==> config.mk <==
export PLATFORM = sky130hd
export DESIGN_NAME = sbxo_regs
export DESIGN_NICKNAME = d
export VERILOG_FILES = /design/src/inc/sbxo_pkg.sv /design/src/hw/sbxo_pin_mux.sv /design/src/hw/sbxo_regs.sv
export SDC_FILE = /design/constraint.sdc
export NUM_CORES = 1
export LEC_CHECK = 0
export BUFFER_PORTS_ARGS = -buffer_cell sky130_fd_sc_hd__buf_2
export CAP_MARGIN = 20
export CORE_MARGIN = 4
export CORE_UTILIZATION = 30
export CTS_CLUSTER_DIAMETER = 100
export DETAILED_ROUTE_END_ITERATION = 8
export PLACE_DENSITY = 0.56
export SLEW_MARGIN = 30
export SYNTH_ARGS = -nofsm -noshare
export SYNTH_HDL_FRONTEND = slang
export SYNTH_SLANG_ARGS = --single-unit
==> constraint.sdc <==
create_clock -name hclk -period 2.1 [get_ports hclk]
set_input_delay 0.42 -clock hclk [delete_from_list [all_inputs] [get_ports hclk]]
set_output_delay 0.42 -clock hclk [all_outputs]
set_load 0.01 [all_outputs]
==> src/inc/sbxo_pkg.sv <==
/*
 * Shared constants and types for the synthesizer bias, crystal and output
 * control register bank.
 * Assumes an AHB-Lite master that issues single whole-word transfers.
 */
`default_nettype none

package sbxo_pkg;

    // Register byte offsets within the bank.
    localparam logic [7:0] SBXO_ADDR_BIAS = 8'h00;
    localparam logic [7:0] SBXO_ADDR_XO = 8'h04;
    localparam logic [7:0] SBXO_ADDR_OD = 8'h08;
    localparam logic [7:0] SBXO_ADDR_ODRV = 8'h0C;
    localparam logic [7:0] SBXO_ADDR_IRQ_STS = 8'h10;
    localparam logic [7:0] SBXO_ADDR_IRQ_CLR = 8'h14;
    localparam logic [7:0] SBXO_ADDR_IRQ_EN = 8'h18;

    // Crystal oscillator configuration layout.
    localparam logic [31:0] SBXO_XO_RW_MASK = 32'h0007_FFFF;
    localparam logic [31:0] SBXO_XO_RST = 32'h0001_5F1F;
    localparam int SBXO_XO_LDO_BIT = 16;
    localparam int SBXO_XO_GAIN_LSB = 14;
    localparam int SBXO_XO_CXOUT_LSB = 8;
    localparam int SBXO_XO_CXIN_LSB = 0;
    localparam logic [5:0] SBXO_CAP_MAX = 6'h2F;

    // Output divider configuration layout.
    localparam logic [15:0] SBXO_OD_RW_MASK = 16'hBFFF;
    localparam logic [15:0] SBXO_OD_RST = 16'h8069;
    localparam int SBXO_OD_LDO_BIT = 15;
    localparam logic [13:0] SBXO_OD_MIN = 14'h000A;

    // Output driver enable layout.
    localparam int SBXO_ODRV_PD_BIT = 0;
    localparam int SBXO_ODRV_DIS_BIT = 1;
    localparam int SBXO_ODRV_STATE_LSB = 2;
    localparam logic [3:0] SBXO_ODRV_RST = 4'h0;

    // Interrupt event bit positions.
    localparam int SBXO_IRQ_W = 4;
    localparam int SBXO_EV_CAL_DONE = 0;
    localparam int SBXO_EV_CAL_FAIL = 1;
    localparam int SBXO_EV_CAP_RSVD = 2;
    localparam int SBXO_EV_DIV_LOW = 3;

    typedef enum logic [1:0] {
        SBXO_DIS_LOW = 2'b00,
        SBXO_DIS_SPLIT = 2'b01,
        SBXO_DIS_HIZ = 2'b10,
        SBXO_DIS_RUN = 2'b11
    } sbxo_dis_state_e;

    typedef struct packed {
        logic true_o;
        logic true_oe;
        logic comp_o;
        logic comp_oe;
    } sbxo_pins_s;

    // Calibration inputs from the bias circuit.
    typedef struct packed {
        logic done;
        logic fail;
        logic [2:0] code;
        logic [2:0] eff;
        logic cmp;
    } sbxo_cal_s;

endpackage

`default_nettype wire

==> src/hw/sbxo_pin_mux.sv <==
/*
 * Output pair steering for the clock output driver.
 * Assumes the caller registers the result before it reaches the pins.
 */
`timescale 1ns/10ps
`default_nettype none

module sbxo_pin_mux
    import sbxo_pkg::*;
(
    // Driver control
    input wire logic power_down,
    input wire logic disabled,
    input wire logic [1:0] dis_state,
    input wire logic lvds_mode,
    // Clock to forward
    input wire logic clk_src,
    // Next pin values
    output sbxo_pins_s pins
);

    sbxo_dis_state_e st;

    always_comb
    begin
        st = sbxo_dis_state_e'(dis_state);
        pins = '{true_o: clk_src, true_oe: 1'b1,
                 comp_o: ~clk_src, comp_oe: 1'b1};
        if (power_down)
        begin
            pins = '0;
        end
        else if (disabled)
        begin
            case (st)
                SBXO_DIS_LOW:
                begin
                    pins.true_o = 1'b0;
                    pins.comp_o = lvds_mode;
                end
                SBXO_DIS_SPLIT:
                begin
                    pins.true_o = 1'b0;
                    pins.comp_o = 1'b1;
                end
                SBXO_DIS_HIZ:
                begin
                    pins = '0;
                end
                SBXO_DIS_RUN:
                begin
                    pins.true_o = clk_src;
                end
                default:
                begin
                    pins = '0;
                end
            endcase
        end
    end

endmodule

`default_nettype wire

==> src/hw/sbxo_regs.sv <==
/*
 * Register bank for bias calibration status, crystal oscillator settings,
 * output divider and output driver control, reached over AHB-Lite.
 * Assumes single whole-word transfers, calibration inputs and the clock
 * source synchronous to hclk, and a single slave on the bus.
 */
// Register access over AHB-Lite and the register addresses are this design's own decisions.
`timescale 1ns/10ps
`default_nettype none

module sbxo_regs
    import sbxo_pkg::*;
(
    // Clock and reset
    input wire logic hclk,
    input wire logic hresetn,
    // AHB-Lite slave
    input wire logic hsel,
    input wire logic [31:0] haddr,
    input wire logic [1:0] htrans,
    input wire logic hwrite,
    input wire logic [2:0] hsize,
    input wire logic [31:0] hwdata,
    input wire logic hready,
    output logic hreadyout,
    output logic hresp,
    output logic [31:0] hrdata,
    // Bias calibration status inputs
    input wire logic cal_done_in,
    input wire logic cal_fail_in,
    input wire logic [2:0] cal_code_in,
    input wire logic [2:0] cal_eff_in,
    input wire logic cal_cmp_in,
    // Output driver inputs
    input wire logic clk_src,
    input wire logic ext_disable,
    input wire logic lvds_mode,
    // Analog controls
    output logic osc_regulator_on,
    output logic [1:0] gain_boost,
    output logic [5:0] cap_xout,
    output logic [5:0] cap_xin,
    output logic divider_regulator_on,
    output logic [13:0] div_ratio,
    // Output pair
    output logic clk_out_true_o,
    output logic clk_out_true_oe,
    output logic clk_out_comp_o,
    output logic clk_out_comp_oe,
    // Interrupt
    output logic irq
);

    typedef struct packed {
        logic [31:0] xo;
        logic [15:0] od;
        logic [3:0] odrv;
        logic [8:0] bias;
        logic [SBXO_IRQ_W-1:0] irq_sts;
        logic [SBXO_IRQ_W-1:0] irq_en;
        logic irq;
        logic ph_act;
        logic ph_wr;
        logic [7:0] ph_addr;
        logic [31:0] rdata;
        logic hrdy;
        sbxo_pins_s pins;
    } sbxo_state_s;

    localparam sbxo_state_s ST_RST = '{
        xo: SBXO_XO_RST,
        od: SBXO_OD_RST,
        odrv: SBXO_ODRV_RST,
        hrdy: 1'b1,
        default: '0
    };

    sbxo_state_s st_reg;
    sbxo_state_s st_next;
    sbxo_pins_s pins_next;
    sbxo_cal_s cal;

    assign cal = '{done: cal_done_in, fail: cal_fail_in, code: cal_code_in,
                   eff: cal_eff_in, cmp: cal_cmp_in};

    sbxo_pin_mux u_pin_mux (
        .power_down(st_reg.odrv[SBXO_ODRV_PD_BIT]),
        .disabled(st_reg.odrv[SBXO_ODRV_DIS_BIT] | ext_disable),
        .dis_state(st_reg.odrv[SBXO_ODRV_STATE_LSB +: 2]),
        .lvds_mode(lvds_mode),
        .clk_src(clk_src),
        .pins(pins_next)
    );

    always_comb
    begin
        logic [SBXO_IRQ_W-1:0] ev;
        logic [SBXO_IRQ_W-1:0] clr;
        logic [31:0] rd;
        logic wr_now;
        ev = '0;
        clr = '0;
        rd = '0;
        st_next = st_reg;
        wr_now = st_reg.ph_act & st_reg.ph_wr;

        // Status fields other than the raw comparator bit 8 are forced to zero
        // until calibration finishes so software never sees a half-settled code.
        // finished bit
        st_next.bias[0] = cal.done;
        st_next.bias[1] = cal.done & cal.fail;
        st_next.bias[4:2] = cal.done ? cal.code : 3'h0;
        st_next.bias[7:5] = cal.done ? cal.eff : 3'h0;
        st_next.bias[8] = cal.cmp;
        ev[SBXO_EV_CAL_DONE] = cal.done & ~st_reg.bias[0];
        ev[SBXO_EV_CAL_FAIL] = cal.done & ~st_reg.bias[0] & cal.fail;

        if (wr_now)
        begin
            case (st_reg.ph_addr)
                SBXO_ADDR_XO:
                begin
                    // regulator bit and masked reserved bits
                    st_next.xo = hwdata & SBXO_XO_RW_MASK;
                    ev[SBXO_EV_CAP_RSVD] =
                        (hwdata[SBXO_XO_CXOUT_LSB +: 6] > SBXO_CAP_MAX) |
                        (hwdata[SBXO_XO_CXIN_LSB +: 6] > SBXO_CAP_MAX);
                end
                SBXO_ADDR_OD:
                begin
                    st_next.od = hwdata[15:0] & SBXO_OD_RW_MASK;
                    ev[SBXO_EV_DIV_LOW] = hwdata[13:0] < SBXO_OD_MIN;
                end
                SBXO_ADDR_ODRV:
                begin
                    st_next.odrv = hwdata[3:0];
                end
                SBXO_ADDR_IRQ_CLR:
                begin
                    clr = hwdata[SBXO_IRQ_W-1:0];
                end
                SBXO_ADDR_IRQ_EN:
                begin
                    st_next.irq_en = hwdata[SBXO_IRQ_W-1:0];
                end
                default:
                begin
                    st_next.irq_en = st_reg.irq_en;
                end
            endcase
        end

        // A new event beats a clear arriving in the same cycle.
        st_next.irq_sts = (st_reg.irq_sts & ~clr) | ev;
        st_next.irq = |(st_next.irq_sts & st_next.irq_en);

        // Address phase of the next transfer.
        st_next.ph_act = hsel & htrans[1] & hready;
        st_next.ph_wr = hwrite;
        st_next.ph_addr = haddr[7:0];

        // Read data is formed from the updated state so a read right after
        // a write sees the new value with no wait state.
        case (haddr[7:0])
            SBXO_ADDR_BIAS: rd = {23'h00_0000, st_next.bias};
            SBXO_ADDR_XO: rd = st_next.xo;
            SBXO_ADDR_OD: rd = {16'h0000, st_next.od};
            SBXO_ADDR_ODRV: rd = {28'h000_0000, st_next.odrv};
            SBXO_ADDR_IRQ_STS: rd = {28'h000_0000, st_next.irq_sts};
            SBXO_ADDR_IRQ_EN: rd = {28'h000_0000, st_next.irq_en};
            default: rd = 32'h0000_0000;
        endcase
        st_next.rdata = (st_next.ph_act & ~hwrite) ? rd : 32'h0000_0000;
        st_next.hrdy = 1'b1;
        st_next.pins = pins_next;
    end

    always_ff @(posedge hclk or negedge hresetn)
    begin
        if (!hresetn)
        begin
            st_reg <= ST_RST;
        end
        else
        begin
            st_reg <= st_next;
        end
    end

    assign hreadyout = st_reg.hrdy;
    assign hresp = 1'b0;
    assign hrdata = st_reg.rdata;
    assign osc_regulator_on = st_reg.xo[SBXO_XO_LDO_BIT];
    assign gain_boost = st_reg.xo[SBXO_XO_GAIN_LSB +: 2];
    assign cap_xout = st_reg.xo[SBXO_XO_CXOUT_LSB +: 6];
    assign cap_xin = st_reg.xo[SBXO_XO_CXIN_LSB +: 6];
    assign divider_regulator_on = st_reg.od[SBXO_OD_LDO_BIT];
    assign div_ratio = st_reg.od[13:0];
    assign clk_out_true_o = st_reg.pins.true_o;
    assign clk_out_true_oe = st_reg.pins.true_oe;
    assign clk_out_comp_o = st_reg.pins.comp_o;
    assign clk_out_comp_oe = st_reg.pins.comp_oe;
    assign irq = st_reg.irq;

    logic wr_xo;
    logic wr_od;
    logic rd_bias;
    logic drv_off;
    assign wr_xo = st_reg.ph_act & st_reg.ph_wr &
                   (st_reg.ph_addr == SBXO_ADDR_XO);
    assign wr_od = st_reg.ph_act & st_reg.ph_wr &
                   (st_reg.ph_addr == SBXO_ADDR_OD);
    assign rd_bias = hsel & htrans[1] & hready & ~hwrite &
                     (haddr[7:0] == SBXO_ADDR_BIAS);
    assign drv_off = ~st_reg.odrv[SBXO_ODRV_PD_BIT] &
                     (st_reg.odrv[SBXO_ODRV_DIS_BIT] | ext_disable);
endmodule

`default_nettype wire

After elaboration in Yosys (flattened, before gate mapping)
Index checks and enable logic that the tools add are counted.
W data, S select, Z words.
- mux-type cells: 20
- bitwise logic cells: 16
- reduce and logical (&&, ||, !) cells: 4
- order comparisons: 3
- eq/ne operators: 13
- operators with widths (cell ; count):
    $pmux W32 S6 ; 1
    $mux W32 ; 2
    $mux W52 ; 1
    $eq A8 B4 Y1 const B ; 4
    $eq A8 B5 Y1 const B ; 4
    $mux W4 ; 7
    $eq A8 B3 Y1 const B ; 2
    $mux W16 ; 1
    $lt A14 B4 Y1 const B ; 1
    $gt A6 B6 Y1 const B ; 2
    $and A4 B4 Y4 ; 2
    $logic_not A8 Y1 ; 1
    $and A1 B1 Y1 ; 7
    $mux W3 ; 2
    $eq A2 B2 Y1 const B ; 2
    $not A4 Y4 ; 1
    $or A4 B4 Y4 ; 1
    $reduce_or A4 Y1 ; 1
    $mux W1 ; 3
    $not A1 Y1 ; 3
    $pmux W1 S3 ; 1
    $reduce_or A3 Y1 ; 1
    $eq A2 B1 Y1 const B ; 1
    $logic_not A2 Y1 ; 1
    3 further kinds ; 4
- register bits after elaboration: 108
- input port bits: 86
- output and inout bits: 69

Logic depth before layout (Yosys ltp)
- depth after elaboration: 8
- gate-level depth with buffers: 6
- mapped depth without buffers: 5

By module
A second synthesis with hierarchy kept.
- cell total of the unflattened synthesis: 364
- area total of the unflattened synthesis: 4678.2 sq um
- by module, submodules not included (module ; area each (sq um) ; cells an instance ; times used):
    sbxo_regs ; 4623.2 ; 354 ; 1
    sbxo_pin_mux ; 55.1 ; 10 ; 1

Worst setup path after synthesis
OpenSTA, ideal clock, no wires.
- path kind: flip-flop to flip-flop
- from: register st_reg[42] (netlist name)
- to: register st_reg, in the netlist hrdata[1]
- cell stages (with the launch flop): 7
- arrival: 1.910 ns
- slack: 0.066 ns
- setup time: 0.124 ns
- cell sequence: dfrtp_1 nor4b_2 and3_1 clkbuf_1 mux2_2 and2_1 o31a_1
- RTL lines (element ; line ; text):
    from (decl) ; sbxo_regs.sv:78 ; sbxo_state_s st_reg;
    from (signal assigned) ; sbxo_regs.sv:186 ; st_reg <= st_next;

==> out/results.ini <==
[yosys]
ys.flop_type=dfrtp_1
ys_async_sr_fraction_pct=100
yosysWarnings=0
ys_types=44
synth-seq-cells=107
synthCells=370
synth.avg_cell_area_um2=12.6
synth_edf_count=0
synth.yosys.seq_area_share_pct=58.0
synth_nets=456
synthesis.area_um2=4650

[grt]
overflow=0
grt_max_degree=53
grt_use_total_pct=12.7
grt_pass1_vias=3035
antenna_found_initial=0
grt_pass1_wl_um=17000

[worst_setup_path]
timing.critical_path.fanout_max=4
cp-startpoint=st_reg[38]$_DFF_PN0_
end_kind=register
endpoint=hrdata[1]$_DFF_PN0_
worstSetupPathType=register to register
arrival_ns=2.31
r2r_setup_slack_ns=0.02
setup.worst_path.start_class=register
r2r-start=st_reg[38]$_DFF_PN0_
cp.required_ns=2.33
worst-r2r-cell-count=5
reg2reg_to=hrdata[1]$_DFF_PN0_

[placement]
gp_congestion=0.819
post-dp-hpwl_um=7890
placed_cells=615
preCtsSetupSlack_ns=-0.0337
io_buffers=111

[sta]
hold-worst-slack_ns=0.0421
finalClockSkew_ns=0.00682
hold_viol=0
worst_pin_slew_ns=0.543
min_period_ns=2.08
timing.fmax_mhz=480
setup_tns_ns=0
drv_slew=0
setup_slack_ns=0.0178
relSlewSlack_pct=63.5
post-route-period-util_pct=99.2
finalSetupViolCount=0
rsz0062_at_grt=yes

[route]
drcViolationCount=0
wl_um=11000
drt-initial-drc-count=145
antenna_left=0
wl_per_cell_um=17.3
routed-via-count=2918
vias_per_cell=4.59
first_pass_iters=4

[clock_network]
clockBufferDepth=2
cts.hold.buffers_added=0
path_clk_slew_ns=0.07
numCtsBuffers=9
worstSkewPairLatency_ns=0.35
clock-root-buffer=clkbuf_16
cts_tree=done
clock_sinks=107
htree_num_levels=3

[layout]
syn_to_final_growth_pct=19.3
layout_common_cells=buf_2 (110), dfrtp_1 (88), and2_1 (34), mux2_2 (26), buf_4 (22)
final_layout_size_suffix_gt1_share_pct=47.5
num_antenna_cells=0
final_common_cell=buf_2
fin_cells=636
nets=529
largest_register_ffs=41

[pwr]
finalPower_uw=4170
power_density_nw_per_um2=752
p_leak_uw=0.00267
peakVddDrop_v=0.000372

[job]
drv_cap=0

[floorplan]
rows=45
start_util_pct=30.6
dieArea_um2=17600
pin_count=155
die_w_um=133
chipHeight_um=133
coreArea_um2=15200

[worst_hold_path]
min_path_type=primary input to async pin

[status]
status=finished clean

[cell usage after synthesis, types with 3 or more instances]
cell type	count	area, µm²
a21oi_1	8	40.0
a22o_1	4	35.0
a22oi_1	13	97.6
and2_1	34	213
and3_1	7	43.8
buf_2	5	25.0
buf_4	63	473
clkbuf_1	7	26.3
dfrtp_1	90	2250
dfstp_2	17	447
inv_1	8	30.0
mux2_1	11	124
mux2_2	26	293
mux2_4	3	45.0
nand2_1	3	11.3
nand3_1	5	25.0
nand4_1	10	62.6
nor2_1	18	67.6
nor3b_1	3	22.5
[power by group]
part,switching [µW],internal (µW),total (µW),leakage (µW)
clock network,747,996,1740,0.000146
registers,32.8,2130,2160,0.00135
logic,159,112,271,0.00118
[through the flow]
| stage | instance area [µm²] | utilization (%) |
|---|---|---|
| 3_3_place_gp | 5120 | 33.7 |
| 6_report | 5550 | 36.5 |
| 4_1_cts | 5440 | 35.8 |
| 3_5_place_dp | 5120 | 33.7 |
| 5_1_grt | 5550 | 36.5 |
| 2_1_floorplan | 4650 | - |
[timing repair]
action,CTS,global route
resized for setup,2,14
buffers inserted,1,3
gates cloned,0,1
pin swaps,3,4
endpoints found under the setup margin,3,7
[how the worst min path moves through the flow]
stage,start,to,slack (ns),cells after the start
5_1_grt,hresetn,clk_out_true_o$_DFF_PN0_,0.07,1
3_3_place_gp,hresetn,clk_out_true_o$_DFF_PN0_,0.42,1
4_1_cts,hresetn,clk_out_true_o$_DFF_PN0_,0.05,1
2_1_floorplan,hresetn,cap_xin[5]$_DFF_PN0_,0.12,0
3_5_place_dp,hresetn,clk_out_true_o$_DFF_PN0_,0.43,1
6_report,hresetn,clk_out_true_o$_DFF_PN0_,0.04,1
[cells by family (layout without fill, tap and decap cells)]
kind of cell	Yosys count	after routing	synth area share, %
simple gates	95	95	12.8
mux	42	42	10.4
compound gates	41	41	6.78
other cells	2	2	0.161
flops	107	107	58.0
buf+inv	83	161	11.9
[area by class of cell]
| class | instances | area, µm² |
|---|---|---|
| timing repair buffer | 137 | 812 |
| tap | 188 | 235 |
| inverter | 8 | 30.0 |
| fill | 1533 | 9650 |
| multi-input combinational | 180 | 1470 |
| clock buffer | 13 | 260 |
| sequential | 107 | 2700 |
| clock inverter | 3 | 46.3 |
[worst max-delay path: stages (launching register included)]
cell     delay (ns)
dfrtp_2        0.45
nor4b_4        0.37
nand3_4        0.17
mux2_4         0.35
a221o_1        0.31
o31a_1         0.32
[layer usage]
metal / vias to the layer above / share of wire [%] / track usage, %
li1: 1363 / - / -
met1: 1449 / 48 / 17.6
met2: 91 / 45 / 18.7
met3: 15 / 5.1 / 3.35
met4: 0 / 2.0 / 5.31
met5: - / 0 / 0
Note: power is estimated with default switching activity, not from simulation.
